$ cat src/adcbs_cfg.svh
// constants for the converter burst sequencer
`ifndef ADCBS_CFG_SVH
`define ADCBS_CFG_SVH

// ----------------------------------------
// indirect gain addresses
// ----------------------------------------
`define ADCBS_GAIN_HIGH_ADDR   8'h04
`define ADCBS_GAIN_LOW_ADDR    8'h07

// ----------------------------------------
// gain reset values and field positions
// ----------------------------------------
`define ADCBS_GAIN_HIGH_RST    8'hFC
`define ADCBS_GAIN_LOW_RST     4'h0
`define ADCBS_GAIN_LOW_MSB     7
`define ADCBS_GAIN_LOW_LSB     4

// ----------------------------------------
// repeat count encodings
// ----------------------------------------
`define ADCBS_RPT_1            2'h0
`define ADCBS_RPT_4            2'h1
`define ADCBS_RPT_8            2'h2
`define ADCBS_RPT_16           2'h3

// ----------------------------------------
// input select codes
// ----------------------------------------
`define ADCBS_MUX_LAST_PIN     6'h1F
`define ADCBS_MUX_TEMP         6'h20
`define ADCBS_MUX_VDD          6'h21
`define ADCBS_MUX_GND          6'h22

// ----------------------------------------
// timing: clock rate and power-up step
// ----------------------------------------
`define ADCBS_CLK_KHZ          40000
`define ADCBS_PWRUP_STEP_NS    200
`define ADCBS_PWRUP_STEP_CYC   ((`ADCBS_PWRUP_STEP_NS * `ADCBS_CLK_KHZ + 999999) / 1000000)

`endif

$ cat src/adcbs_pkg.sv
// types shared by the converter burst sequencer
package adcbs_pkg;

	// sequencer states, one-hot
	typedef enum logic [2:0] {
		ADCBS_IDLE  = 3'b001,
		ADCBS_PWRUP = 3'b010,
		ADCBS_CONV  = 3'b100
	} adcbs_state_e;

	typedef logic [7:0] adcbs_byte_t;

endpackage

$ cat src/adcbs_seq.sv
// converter burst sequencer top
//
// Behaviour
// [RULE1] a burst wakes the converter, sums 1/4/8/16 samples, then returns to low power
// [RULE2] the burst runs on its own pacing, not tied to the core clock rate; here every step is clocked by core_clk_i, power-up wait in core cycles
// [RULE3] burst operation is active while the burst enable bit is one
// [RULE4] in burst, converter enable zero powers down after each burst, one stays on
// [RULE5] powered-down converter waits the power-up time; enabled converter converts at once
// [RULE6] software uses only post-tracking or dual-tracking modes during bursts
// [RULE7] burst: one start runs repeat count conversions; otherwise one start per conversion
// [RULE8] done flag sets only after repeat count conversions complete
// [RULE9] gain high byte is write-only at indirect address 0x04, never direct
// [RULE10] gain low nibble at indirect 0x07 in bits 7:4; bits 3:0 written zero
// [RULE11] input select routes one single-ended source: pins, temperature, supply or ground
// [RULE12] software sets used pins analog and makes the crossbar skip them
// [RULE13] samples of one group are summed into the result register pair
`timescale 1ns/100ps
`include "adcbs_cfg.svh"

module adcbs_seq #(
	parameter int SAMPLE_W = 12,
	parameter int RESULT_W = 16
) (
	input  wire logic                   core_clk_i,
	input  wire logic                   rst_n_i,
	input  wire logic                   burst_enable_i,
	input  wire logic                   converter_enable_i,
	input  wire logic [4:0]             power_up_time_i,
	input  wire logic [1:0]             repeat_sel_i,
	input  wire logic                   convert_start_i,
	input  wire logic                   done_clr_i,
	input  wire logic [5:0]             input_select_i,
	input  wire logic                   res_high_wr_i,
	input  wire logic                   res_low_wr_i,
	input  wire adcbs_pkg::adcbs_byte_t wdata_i,
	input  wire logic                   conv_done_i,
	input  wire logic [SAMPLE_W-1:0]    conv_data_i,
	output logic                        conv_req_o,
	output logic                        adc_power_o,
	output logic                        track_o,
	output logic                        conversion_done_flag_o,
	output logic [RESULT_W-1:0]         result_o,
	output logic [5:0]                  mux_sel_o,
	output logic [7:0]                  gain_upper_bits_o,
	output logic [3:0]                  gain_lower_bits_o
);
	import adcbs_pkg::*;

	localparam int          STEP_CYC = `ADCBS_PWRUP_STEP_CYC;
	localparam logic [8:0]  STEP_W9  = 9'(STEP_CYC);

	adcbs_state_e          state_r;
	adcbs_state_e          state_nxt;
	logic [8:0]            pwr_cnt_r;
	logic [4:0]            done_cnt_r;
	logic [4:0]            rpt_cnt;
	logic [RESULT_W-1:0]   acc_r;
	logic [RESULT_W-1:0]   acc_sum;
	logic                  start_ok;
	logic                  need_pwrup;
	logic                  last_conv;
	logic                  more_conv;
	logic                  enter_conv;
	logic                  pwr_done;
	logic                  req_r;
	logic                  flag_r;
	logic [5:0]            mux_r;

	// ----------------------------------------
	// decode of control bits
	// ----------------------------------------
	// repeat count from the two-bit select
	assign rpt_cnt = (repeat_sel_i == `ADCBS_RPT_1) ? 5'd1 :
	                 (repeat_sel_i == `ADCBS_RPT_4) ? 5'd4 :
	                 (repeat_sel_i == `ADCBS_RPT_8) ? 5'd8 : 5'd16;
	// [RULE3] burst active from the enable bit
	// non-burst starts are ignored while the converter is off
	assign start_ok   = convert_start_i && (burst_enable_i || converter_enable_i);
	// [RULE5] power-up only when idling powered down
	assign need_pwrup = burst_enable_i && !converter_enable_i;
	assign last_conv  = conv_done_i && ((done_cnt_r + 5'd1) == rpt_cnt);
	// [RULE7] burst chains conversions, non-burst waits for next start
	assign more_conv  = conv_done_i && !last_conv && burst_enable_i;
	assign pwr_done   = (pwr_cnt_r == 9'd0);
	// first sample of a group loads, later ones add
	assign acc_sum    = (done_cnt_r == 5'd0) ? RESULT_W'(conv_data_i) : acc_r + RESULT_W'(conv_data_i);

	// ----------------------------------------
	// next state
	// ----------------------------------------
	always_comb begin
		state_nxt = state_r;
		case (state_r)
			ADCBS_IDLE: begin
				if (start_ok) begin
					state_nxt = need_pwrup ? ADCBS_PWRUP : ADCBS_CONV;
				end
			end
			ADCBS_PWRUP: begin
				if (pwr_done) begin
					state_nxt = ADCBS_CONV;
				end
			end
			ADCBS_CONV: begin
				// [RULE1] back to idle power after the group
				if (conv_done_i && !more_conv) begin
					state_nxt = ADCBS_IDLE;
				end
			end
			default: begin
				state_nxt = ADCBS_IDLE;
			end
		endcase
	end

	// [RULE2] chaining paced by conv done alone, never by software
	// request pulses on every entry to a conversion
	assign enter_conv = ((state_r == ADCBS_IDLE) && start_ok && !need_pwrup) ||
	                    ((state_r == ADCBS_PWRUP) && pwr_done) ||
	                    ((state_r == ADCBS_CONV) && more_conv);

	// ----------------------------------------
	// state and request registers
	// ----------------------------------------
	always_ff @(posedge core_clk_i or negedge rst_n_i) begin
		if (!rst_n_i) begin
			state_r <= ADCBS_IDLE;
			req_r   <= 1'b0;
		end else begin
			state_r <= state_nxt;
			req_r   <= enter_conv;
		end
	end

	// [RULE5] power-up wait counter
	always_ff @(posedge core_clk_i or negedge rst_n_i) begin
		if (!rst_n_i) begin
			pwr_cnt_r <= 9'd0;
		end else if ((state_r == ADCBS_IDLE) && start_ok) begin
			pwr_cnt_r <= 9'((power_up_time_i + 9'd1) * STEP_W9 - 9'd1);
		end else if (!pwr_done) begin
			pwr_cnt_r <= pwr_cnt_r - 9'd1;
		end
	end

	// [RULE13] accumulate samples of the group
	// count survives idle so non-burst groups span several starts
	always_ff @(posedge core_clk_i or negedge rst_n_i) begin
		if (!rst_n_i) begin
			done_cnt_r <= 5'd0;
			acc_r      <= '0;
		end else if (conv_done_i && (state_r == ADCBS_CONV)) begin
			done_cnt_r <= last_conv ? 5'd0 : done_cnt_r + 5'd1;
			acc_r      <= acc_sum;
		end
	end

	// [RULE8] flag and result after repeat count
	// a set in the cycle of a clear wins
	always_ff @(posedge core_clk_i or negedge rst_n_i) begin
		if (!rst_n_i) begin
			flag_r   <= 1'b0;
			result_o <= '0;
		end else if (last_conv && (state_r == ADCBS_CONV)) begin
			flag_r   <= 1'b1;
			result_o <= acc_sum;
		end else if (done_clr_i) begin
			flag_r   <= 1'b0;
		end
	end

	// [RULE11] single source select, unused codes fall to ground
	always_ff @(posedge core_clk_i or negedge rst_n_i) begin
		if (!rst_n_i) begin
			mux_r <= `ADCBS_MUX_GND;
		end else begin
			mux_r <= (input_select_i > `ADCBS_MUX_GND) ? `ADCBS_MUX_GND : input_select_i;
		end
	end

	// ----------------------------------------
	// outputs
	// ----------------------------------------
	// [RULE4] idle power follows converter enable
	assign adc_power_o            = converter_enable_i || (state_r != ADCBS_IDLE);
	assign track_o                = (state_r == ADCBS_CONV);
	assign conv_req_o             = req_r;
	assign conversion_done_flag_o = flag_r;
	assign mux_sel_o              = mux_r;

	adcbs_gain_regs u_gain (
		.core_clk_i        (core_clk_i),
		.rst_n_i           (rst_n_i),
		.res_high_wr_i     (res_high_wr_i),
		.res_low_wr_i      (res_low_wr_i),
		.wdata_i           (wdata_i),
		.gain_upper_bits_o (gain_upper_bits_o),
		.gain_lower_bits_o (gain_lower_bits_o)
	);

	// ----------------------------------------
	// checks
	// ----------------------------------------
	a_burst_low_power: assert property (@(posedge core_clk_i) disable iff (!rst_n_i) // RULE1
		(state_r == ADCBS_IDLE && burst_enable_i && !converter_enable_i) |-> !adc_power_o)
		else $error("converter powered while idle in burst");
	a_burst_start_on: assert property (@(posedge core_clk_i) disable iff (!rst_n_i) // RULE3
		(state_r == ADCBS_IDLE && convert_start_i && burst_enable_i) |=> (state_r != ADCBS_IDLE))
		else $error("burst start not taken");
	a_idle_power_sel: assert property (@(posedge core_clk_i) disable iff (!rst_n_i) // RULE4
		converter_enable_i |-> adc_power_o)
		else $error("enabled converter not powered");
	a_pwrup_wait_len: assert property (@(posedge core_clk_i) disable iff (!rst_n_i) // RULE5
		(state_r == ADCBS_IDLE && start_ok && need_pwrup && power_up_time_i == 5'd0)
		|=> (state_r == ADCBS_PWRUP) [*8] ##1 (state_r == ADCBS_CONV))
		else $error("power-up wait length wrong");
	a_direct_conv: assert property (@(posedge core_clk_i) disable iff (!rst_n_i) // RULE5
		(state_r == ADCBS_IDLE && start_ok && !need_pwrup) |=> track_o && conv_req_o)
		else $error("enabled converter did not convert at once");
	a_burst_chain: assert property (@(posedge core_clk_i) disable iff (!rst_n_i) // RULE7
		(track_o && conv_done_i && !last_conv && burst_enable_i) |=> conv_req_o)
		else $error("burst did not chain the next conversion");
	a_single_conv: assert property (@(posedge core_clk_i) disable iff (!rst_n_i) // RULE7
		(track_o && conv_done_i && !burst_enable_i) |=> (state_r == ADCBS_IDLE))
		else $error("non-burst conversion chained");
	a_flag_after_count: assert property (@(posedge core_clk_i) disable iff (!rst_n_i) // RULE8
		$rose(flag_r) |-> $past(last_conv))
		else $error("done flag set before repeat count");
	a_result_sum: assert property (@(posedge core_clk_i) disable iff (!rst_n_i) // RULE13
		(track_o && last_conv) |=> (result_o == $past(acc_sum)) && flag_r)
		else $error("result not the group sum");
	a_mux_legal: assert property (@(posedge core_clk_i) disable iff (!rst_n_i) // RULE11
		mux_sel_o <= `ADCBS_MUX_GND)
		else $error("illegal input select code");

	c_burst_pwrup: cover property (@(posedge core_clk_i) disable iff (!rst_n_i)
		state_r == ADCBS_PWRUP ##[1:300] $rose(flag_r));
	c_burst_16: cover property (@(posedge core_clk_i) disable iff (!rst_n_i)
		(repeat_sel_i == `ADCBS_RPT_16) && burst_enable_i && $rose(flag_r));
	c_nonburst_4: cover property (@(posedge core_clk_i) disable iff (!rst_n_i)
		(repeat_sel_i == `ADCBS_RPT_4) && !burst_enable_i && $rose(flag_r));
	c_set_clear: cover property (@(posedge core_clk_i) disable iff (!rst_n_i)
		done_clr_i && last_conv && track_o);

endmodule

$ cat src/adcbs_gain_regs.sv
// indirectly written gain registers
`timescale 1ns/100ps
`include "adcbs_cfg.svh"

module adcbs_gain_regs (
	input  wire logic                 core_clk_i,
	input  wire logic                 rst_n_i,
	input  wire logic                 res_high_wr_i,
	input  wire logic                 res_low_wr_i,
	input  wire adcbs_pkg::adcbs_byte_t wdata_i,
	output logic [7:0]                gain_upper_bits_o,
	output logic [3:0]                gain_lower_bits_o
);
	import adcbs_pkg::*;

	logic [7:0] ind_addr_r;
	logic       hit_high;
	logic       hit_low;

	// ----------------------------------------
	// indirect address decode
	// ----------------------------------------
	// only the low-byte write stores data, so no direct path exists
	assign hit_high = res_low_wr_i && (ind_addr_r == `ADCBS_GAIN_HIGH_ADDR);
	assign hit_low  = res_low_wr_i && (ind_addr_r == `ADCBS_GAIN_LOW_ADDR);

	// high-byte write selects the indirect address
	always_ff @(posedge core_clk_i or negedge rst_n_i) begin
		if (!rst_n_i) begin
			ind_addr_r <= 8'h00;
		end else if (res_high_wr_i) begin
			ind_addr_r <= wdata_i;
		end
	end

	// [RULE9] indirect-only high gain
	always_ff @(posedge core_clk_i or negedge rst_n_i) begin
		if (!rst_n_i) begin
			gain_upper_bits_o <= `ADCBS_GAIN_HIGH_RST;
		end else if (hit_high) begin
			gain_upper_bits_o <= wdata_i;
		end
	end

	// [RULE10] low gain nibble, reserved bits dropped
	always_ff @(posedge core_clk_i or negedge rst_n_i) begin
		if (!rst_n_i) begin
			gain_lower_bits_o <= `ADCBS_GAIN_LOW_RST;
		end else if (hit_low) begin
			gain_lower_bits_o <= wdata_i[`ADCBS_GAIN_LOW_MSB:`ADCBS_GAIN_LOW_LSB];
		end
	end

	// ----------------------------------------
	// checks
	// ----------------------------------------
	a_gain_high_ind: assert property (@(posedge core_clk_i) disable iff (!rst_n_i) // RULE9
		(res_high_wr_i && !res_low_wr_i) |=> $stable(gain_upper_bits_o))
		else $error("gain high changed on a direct write");
	a_gain_low_take: assert property (@(posedge core_clk_i) disable iff (!rst_n_i) // RULE10
		hit_low |=> (gain_lower_bits_o == $past(wdata_i[7:4])))
		else $error("gain low nibble not taken from bits 7 to 4");

endmodule

$ cat config.mk
export PLATFORM = sky130hd
export DESIGN_NAME = adcbs_seq
export DESIGN_NICKNAME = d
export VERILOG_FILES = /design/src/adcbs_pkg.sv /design/src/adcbs_seq.sv /design/src/adcbs_gain_regs.sv
export VERILOG_INCLUDE_DIRS = /design/src
export SDC_FILE = /design/constraint.sdc
export NUM_CORES = 1
export LEC_CHECK = 0
export ABC_AREA = 1
export CAP_MARGIN = 40
export CORE_ASPECT_RATIO = 1.2
export CORE_MARGIN = 2
export CORE_UTILIZATION = 60
export DETAILED_ROUTE_END_ITERATION = 6
export DONT_BUFFER_PORTS = 1
export MAX_ROUTING_LAYER = met4
export PLACE_DENSITY = 0.88
export REMOVE_ABC_BUFFERS = 1
export SYNTH_ARGS = -nofsm -noshare
export SYNTH_HDL_FRONTEND = slang
export SYNTH_SLANG_ARGS = --single-unit
$ cat constraint.sdc
create_clock -name core_clk_i -period 2 [get_ports core_clk_i]
set_input_delay 0.2 -clock core_clk_i [delete_from_list [all_inputs] [get_ports core_clk_i]]
set_output_delay 0.2 -clock core_clk_i [all_outputs]
set_load 0.02 [all_outputs]
# Word level (Yosys, flattened, before mapping)
# Index checks and enable logic that the tools add are counted.
[word_totals]
regBits = 77
inputBits = 42
output_inout_bits = 38
word_cells = 72
[classes]
addsub = 5
n_lt_le_gt_ge = 1
n_eq_ne = 13
muxes = 15
n_reduce_logical = 27
[op_table]
columns = ["op", "n"]
rows = [
  ["two-way mux 5 bit", 4],
  ["two-way mux 9 bit", 2],
  ["subtractor 9 x 1 -> 9 bit, second input constant", 2],
  ["adder 16 x 12 -> 16 bit", 1],
  ["== test 8 x 3 -> 1 bit, second input constant", 2],
  ["two-way mux 16 bit", 1],
  ["logical AND 1 bit", 14],
  ["two-way mux 3 bit", 4],
  ["logical NOT 9 bit", 1],
  ["one-hot mux 3 bit (3 select lines)", 1],
  ["adder 5 x 1 -> 6 bit, second input constant", 1],
  ["> comparator 6 bit, second input constant", 1],
  ["two-way mux 6 bit", 1],
  ["adder 5 x 1 -> 5 bit, second input constant", 1],
  ["== test 5 bit", 1],
  ["logical NOT 5 bit", 1],
  ["logical NOT 1 bit", 4],
  ["logical OR 1 bit", 4],
  ["!= test 2 x 1 -> 1 bit, second input constant", 2],
  ["!= test 2 bit, second input constant", 2],
  ["== test 3 x 1 -> 1 bit, second input constant", 1],
  ["== test 3 x 2 -> 1 bit, second input constant", 1],
  ["== test 3 bit, second input constant", 1],
  ["!= test 3 x 1 -> 1 bit, second input constant", 1],
  ["6 further kinds", 7],
]

# Longest topological paths before layout
# Gate-level depths: netlist of the first run.
[logic_depth]
word_depth = 13
mapped_depth = 14
depth_no_buf = 14

# Hierarchy
# From an unflattened synthesis of the first run, not the netlist that was laid out.
[unflattened]
cells_unflattened = 569
hier_area_um2 = 4383.0
[modules_own_cells]
columns = ["mod", "instances", "cells_each", "area_per_inst_um2", "seq_area_each_um2"]
rows = [
  ["adcbs_seq", 1, 482, 3504.6, 1430.1],
  ["adcbs_gain_regs", 1, 87, 878.3, 508.0],
]

# Worst setup path after synthesis of the first run
# OpenSTA, ideal clock, no wires.
[synth_timing]
path_kind = "flip-flop to flip-flop"
start = "register acc_r[0]"
end = "register acc_r[14]"
setup_time_ns = 0.084
arrival_time_ns = 1.730
slack_ns = 0.186
path_stages_with_launch = 12
n_path_buf = 0
cell_sequence = "dfrtp_1 > ha_1 > inv_1 > fa_1 > nand3b_1 > nand2_1 > nand2_1 > nand3_1 > nand2_1 > nand3b_1 > nand3_1 > o21ai_0"
[synth_between]
elab_chain_len = 2
[synth_lines]
columns = ["item", "line_no", "text"]
rows = [
  ["start: declaration", "adcbs_seq.sv:57", "logic [RESULT_W-1:0] acc_r;"],
  ["start signal: assignment", "adcbs_seq.sv:154", "acc_r <= acc_sum;"],
  ["adder 16 x 12 -> 16 bit", "adcbs_seq.sv:86", "assign acc_sum = (done_cnt_r == 5'd0) ? RESULT_W'(conv_data_i) : acc_r + RESULT_W'(conv_data_i);"],
  ["two-way mux 16 bit", "adcbs_seq.sv:86", ""],
]
# No other way between the ends.
# A chain may end at the register's enable or synchronous reset.

# Worst setup path after layout of the first run
# Same ends and word-level chain as after synthesis.

==> results of run 1 <==
[flip-flops by register name, summed over array words and instances, names as in the netlist]
name	cells
result_o	16
conv_req_o	1
done_cnt_r	5
pwr_cnt_r	9
state_r	3
u_gain.gain_upper_bits_o	8
mux_sel_o	6
u_gain.gain_lower_bits_o	4
u_gain.ind_addr_r	8
conversion_done_flag_o	1
acc_r	16
[layer usage]
layer	track usage	share of wire
met1	0.2944	0.42
met2	0.4313	0.52
met3	0.04757	0.043
met4	0.09778	0.018
met5	-	0
[path summary, 6_finish.rpt]
path	from	to	slack (ps)	depth (start not counted)
worst min-delay path	wdata_i[2]	u_gain.gain_upper_bits_o[2]	20	1
min in group asynchronous	rst_n_i	result_o[12]	430	2
worst min register to register	acc_r[8]	acc_r[8]	490	2
worst max-delay path	acc_r[0]	acc_r[14]	30	11
max in group asynchronous	rst_n_i	u_gain.gain_upper_bits_o[6]	1240	2
worst max register to register	acc_r[0]	acc_r[14]	30	11
[Yosys cell counts (2+ instances only)]
library cell / instances / area, um2
or2_2: 5 / 31.28
o21ai_2: 3 / 26.28
xnor2_1: 7 / 61.31
buf_6: 2 / 22.52
nand4_1: 5 / 31.28
nand3_1: 38 / 190.2
nor4_1: 2 / 12.51
nor2_2: 2 / 12.51
nor3_2: 3 / 30.03
o22ai_1: 2 / 12.51
o21ai_1: 3 / 15.01
nand2_1: 184 / 690.7
inv_1: 65 / 244.0
o21ai_0: 46 / 230.2
o211ai_1: 3 / 22.52
inv_2: 4 / 15.01
dfrtp_1: 68 / 1702
a31oi_1: 2 / 12.51
nand3b_1: 7 / 52.55
mux2_2: 3 / 33.78
buf_2: 3 / 15.01
dfstp_2: 9 / 236.5
nor2_1: 36 / 135.1
clkbuf_1: 5 / 18.77
ha_1: 16 / 200.2
nor3_1: 4 / 20.02
xor2_1: 4 / 35.03
a21oi_1: 16 / 80.08
a21o_1: 2 / 15.01
[cell families after synthesis]
group                      count (synthesis)
AOI/OAI and AO/OA                         80
xor gates and xnor gates                  11
adders and majority gates                 17
buffers and inverters                     81
DFF                                       77
muxes                                      3
and+or+nand+nor                          291
[per-stage QoR]
stage	setup WS, ps	hold slack [ps]	instance area, um2	setup TNS (ps)
after floorplan	-34.13	-95.59	4240	-193.1
after global placement	81.51	-93.63	4394	0
final	25.03	19.27	4902	0
after global routing	-95.68	3.444	4902	-474.8
after CTS	28.20	3.598	4808	0
after detailed placement	-29.92	-93.82	4394	-50.92
[critical path, delay by kind of cell (launching register included)]
| family | cells | cell delay, ps |
|---|---|---|
| buf+inv | 1 | 50 |
| fa+ha+maj | 2 | 590 |
| simple gates | 7 | 740 |
| compound gates | 1 | 150 |
| flops | 1 | 370 |
[power by group through the flow]
stage          logic [mW]  registers, mW  clock network [mW]
2_1_floorplan        1.79           2.28                   0
3_3_place_gp         2.09           2.34                   0
3_5_place_dp         2.18           2.36                   0
4_1_cts              2.27           2.33                1.24
5_1_grt              2.79           2.41                1.31
6_report             2.43           2.36                1.22
[layout make-up]
type                    count  area share
multi-input cells         402      0.4275
flip-flops and latches     77      0.3956
repair buffers             29     0.05794
inverters                  70     0.05411
clock buffers              10     0.02808
well taps                  87     0.02221
clock inverters             6     0.01455
[cell usage in the layout (no fill, tap or decap), types with 7 or more instances in the layout]
cell type,count
inv_1,63
clkbuf_8,10
nand2_2,8
dlygate4sd3_1,17
nand3b_1,7
nor2_1,36
ha_1,14
dfrtp_1,67
o21ai_1,7
buf_4,10
xnor2_1,7
nand2_1,177
dfstp_2,9
a21oi_1,15
o21ai_0,42
nand3_1,35
[what timing repair did]
item / 4_1_cts / 5_1_grt
buffers inserted: 0 / 5
pin swaps: 0 / 10
setup endpoints to repair: 6 / 31
endpoints found under the hold margin: 97 / 0
resized for setup: 3 / 24
hold buffers: 18 / 0
==> impl_metrics.toml, run 1 <==
[layout]
multi_input_area_um2 = 2096
area_growth_pct = 13.90
fillerInstances = 505
seq_area_um2 = 1939
final_util = 0.7109
final_layout_size_suffix_gt1_frac = 0.1296
diodes = 0
instances_no_fill = 681
nets = 648

[setup_path]
worstPathCellList = "ha_2 -> inv_2 -> fa_2 -> nand3b_1 -> nand2_2 -> nand2_1 -> nand3_2 -> nand2_1 -> nand3b_1 -> nand3_2 -> o21ai_1"
cp.required_ps = 2260
startpoint_type = "register"
critical_path.slowest_cell = "fa_2"
worstPathArrival_ps = 2240
path_max_fanout = 3
critical_path_class = "register to register"
cp-end-kind = "register"
critPathMaxStageDelay_ps = 380

[sta]
hold_viol = 0
worst_slew_pin_slew_ps = 454.2
rsz0062_at_grt = "yes"
relSlewSlack = 0.6962
max_freq_mhz = 506.3
clock_skew_ps = 11.90
maxSlewViolCount = 0
setup_viol = 0
min_period_ps = 1975
fin_crit_sh = 0.9875

[floorplan]
die_y_um = 96.78
start_util = 0.6242
placementRows = 33
ios = 80
die_width_um = 81.32
die_area_um2 = 7870
core-area_um2 = 6895

[power]
internal-power_mw = 3.531
power_frac_seq = 0.393
comb_power_share = 0.404
clkPwrFrac = 0.203
total_power_mw = 6.000
power_density_nw_per_um2 = 1224
p_leak_nw = 2.490
ir_worst_vdd_mv = 0.7689
power_switching_mw = 2.470
switching_share = 0.4116

[placement]
dp_hpwl_mm = 6.511
portBuffers = 0
dp.cells = 642
place_congestion = 0.9145

[route]
drt-total-wl_mm = 9.429
drc = 0
routed_via_density = 5.539
drt_iter0_markers = 232
wire_per_inst_um = 13.85
ant_nets = 0
first_pass_iters = 5
vias = 3772

[logic_synthesis]
synthSimpleGateAreaFrac = 0.2898
synth_edf_count = 0
syn_avg_cell_area_um2 = 7.686
synth_xor_xnor_area_share = 0.02238
ys.flop_type = "dfrtp_1"
syn_inst = 560
synth_seq_cells = 77
ys_warn_count = 0
netlist_area_um2 = 4304
yosysUniqueCellTypes = 40
synth_compound_area_frac = 0.1026
async_flop_share = 1.000
synth_top_family_by_area = "simple AND/OR/NAND/NOR gates"
synthAdderAreaFrac = 0.05116
seq_area_frac_synth = 0.4503
synth.area.mux_share = 0.007849

[global_routing]
grt_pass1_vias = 3700
grt_overflow_total = 0
grt_pass1_wl_mm = 15.73
grt_usage = 0.2551
antenna_found_initial = 0
grt_start_max_net_pins = 78

[clocking]
clock_path_buffers = 2
cts_tree = "done"
cts_sinks = 77
htreeDepth = 3
clkLatencyLatePin_ps = 330
cts_made_buffers = 9
cts_root_buf = "clkbuf_8"
clk_pin_slew_ps = 90

[worst_hold_path]
hp-class = "primary input to register"

[outcome]
status = "finished, final reports clean"

[flow_run]
cap_violations = 0
Note: power is estimated with default switching activity, not from simulation.
==> run 2: changes to the inputs <==
--- a/config.mk
+++ b/config.mk
@@ -14,7 +14,7 @@
 export DETAILED_ROUTE_END_ITERATION = 6
 export DONT_BUFFER_PORTS = 1
 export MAX_ROUTING_LAYER = met4
-export PLACE_DENSITY = 0.88
+export PLACE_DENSITY = 0.83
 export REMOVE_ABC_BUFFERS = 1
 export SYNTH_ARGS = -nofsm -noshare
 export SYNTH_HDL_FRONTEND = slang
==> run 2 against run 1 <==
  * Die area did not move
  * Highest routed layer unchanged
  * Power rose by 1.7%
  * Critical endpoint is now acc_r[6]
  * Via count fell by 2.1%
  * Clock power rose by 11%
  * Clock-buffer cell count did not move
  * Core utilization fell by 0.055 points
  * Wire length rose by 0.29%
  * Clock skew fell by 3.0 ps
==> impl_metrics.toml, run 2 (synthesis gave the netlist of run 1 again) <==
[floorplan]
die_area_um2 = 7870
placementRows = 33
die_width_um = 81.32
ios = 80
die_y_um = 96.78
start_util = 0.6242
core-area_um2 = 6895

[layout]
final_layout_size_suffix_gt1_frac = 0.1166
reg_top3 = "acc_r x16, result_o x16, pwr_cnt_r x9"
fillerInstances = 557
multi_input_area_um2 = 2086
diodes = 0
seq_area_um2 = 1939
final_util = 0.7104
instances_no_fill = 679
area_growth_pct = 13.81
final_common_cell = "nand2_1"
nets = 646
mostFrequentLayoutCells = "178 x nand2_1, 67 x dfrtp_1, 65 x inv_1"
stdcell_area_um2 = 4898

[sta]
fin_crit_sh = 0.9490
finalSetupTns_ps = 0
whs_ps = 20.09
worst_slew_pin_slew_ps = 464.7
setup_viol = 0
setup_ws_ps = 102.0
clock_skew_ps = 8.890
maxSlewViolCount = 0
max_freq_mhz = 526.9
relSlewSlack = 0.6892
hold_viol = 0
min_period_ps = 1898

[setup_path]
cp.required_ps = 2220
critPathMaxStageDelay_ps = 360
critical_path_class = "register to register"
critical-path-top-delay-family = "simple AND/OR/NAND/NOR gates"
cp.buffers_inverters = 1
startpoint_type = "register"
cp-end-kind = "register"
worstPathArrival_ps = 2120
worstPathCellList = "ha_2 -> inv_1 -> fa_2 -> nand3b_1 -> nand2_2 -> nand2_1 -> nand3_2 -> xnor2_1 -> nand2_1 -> nand2_2 -> o21ai_0"
critical_path.slowest_cell = "dfrtp_1"
path_max_fanout = 3

[clocking]
cts_tree = "done"
cts_made_buffers = 9
cts_root_buf = "clkbuf_8"
htreeDepth = 3
clkLatencyLatePin_ps = 350
clk_pin_slew_ps = 80
clock_path_buffers = 2
cts_sinks = 77

[placement]
placed_cell_area_um2 = 4394
dp.cells = 642
place_congestion = 0.8476
portBuffers = 0
dp_hpwl_mm = 6.600
place_ws_ps = -47.99

[power]
p_leak_nw = 2.485
ir_worst_vdd_mv = 0.5939
total_power_mw = 6.100
power_density_nw_per_um2 = 1245

[global_routing]
grt_overflow_total = 0
grt_pass1_vias = 3825
grt_usage = 0.2607
antenna_found_initial = 0
grt_start_max_net_pins = 78
grt_pass1_wl_mm = 15.81

[route]
drt-total-wl_mm = 9.456
drc = 0
vias = 3694
drt_iter0_markers = 251
first_pass_iters = 6
routed_via_density = 5.440
wire_per_inst_um = 13.93
ant_nets = 0

[flow_run]
cap_violations = 0

[outcome]
status = "finished, final reports clean"

[worst_hold_path]
hp-class = "primary input to register"
run 2: power by group:
| group | switching [mW] | leakage, nW | internal [mW] | total (mW) |
|---|---|---|---|---|
| combinational | 1.48 | 1.40 | 0.923 | 2.40 |
| sequential | 0.393 | 0.969 | 1.96 | 2.35 |
| clock | 0.602 | 0.113 | 0.745 | 1.35 |
| total | 2.47 | 2.48 | 3.63 | 6.10 |
run 2: timing repair:
action	4_1_cts	5_1_grt
pin swaps	0	7
hold buffers	19	0
gates resized for setup	3	16
buffers inserted	0	2
hold endpoints to repair	103	0
endpoints found under the setup margin	6	33
run 2: area by class of cell:
| cell class | count | share of cell area |
|---|---|---|
| multi-input combinational | 402 | 0.4258 |
| timing repair buffer | 27 | 0.05466 |
| clock buffer | 10 | 0.02810 |
| sequential | 77 | 0.3959 |
| tap | 87 | 0.02222 |
| clock inverter | 6 | 0.01916 |
| inverter | 70 | 0.05415 |
run 2: worst reg2reg max path, cell delays in order (launching register included):
cell,delay (ps)
dfrtp_1,360
ha_2,180
inv_1,60
fa_2,350
nand3b_1,180
nand2_2,100
nand2_1,70
nand3_2,80
xnor2_1,120
nand2_1,100
nand2_2,90
o21ai_0,90
run 2: routing by layer:
layer	share of wire	vias to the layer above	wire [um]	global-route usage
met4	0.023	0	214	0.09648
met5	0	-	0	-
li1	-	1851	-	-
met2	0.52	102	4894	0.4578
met1	0.40	1723	3774	0.2799
met3	0.061	18	573	0.05784
run 2: worst paths after layout:
check	cells past startpoint	start	endpoint	slack (ps)
worst max register to register	11	acc_r[0]	acc_r[6]	100
worst min-delay path	2	burst_enable_i	conv_req_o	20
max in group asynchronous	2	rst_n_i	u_gain.gain_upper_bits_o[5]	1230
worst max-delay path	11	acc_r[0]	acc_r[6]	100
worst min register to register	2	acc_r[9]	acc_r[9]	490
min in group asynchronous	2	rst_n_i	u_gain.ind_addr_r[7]	390
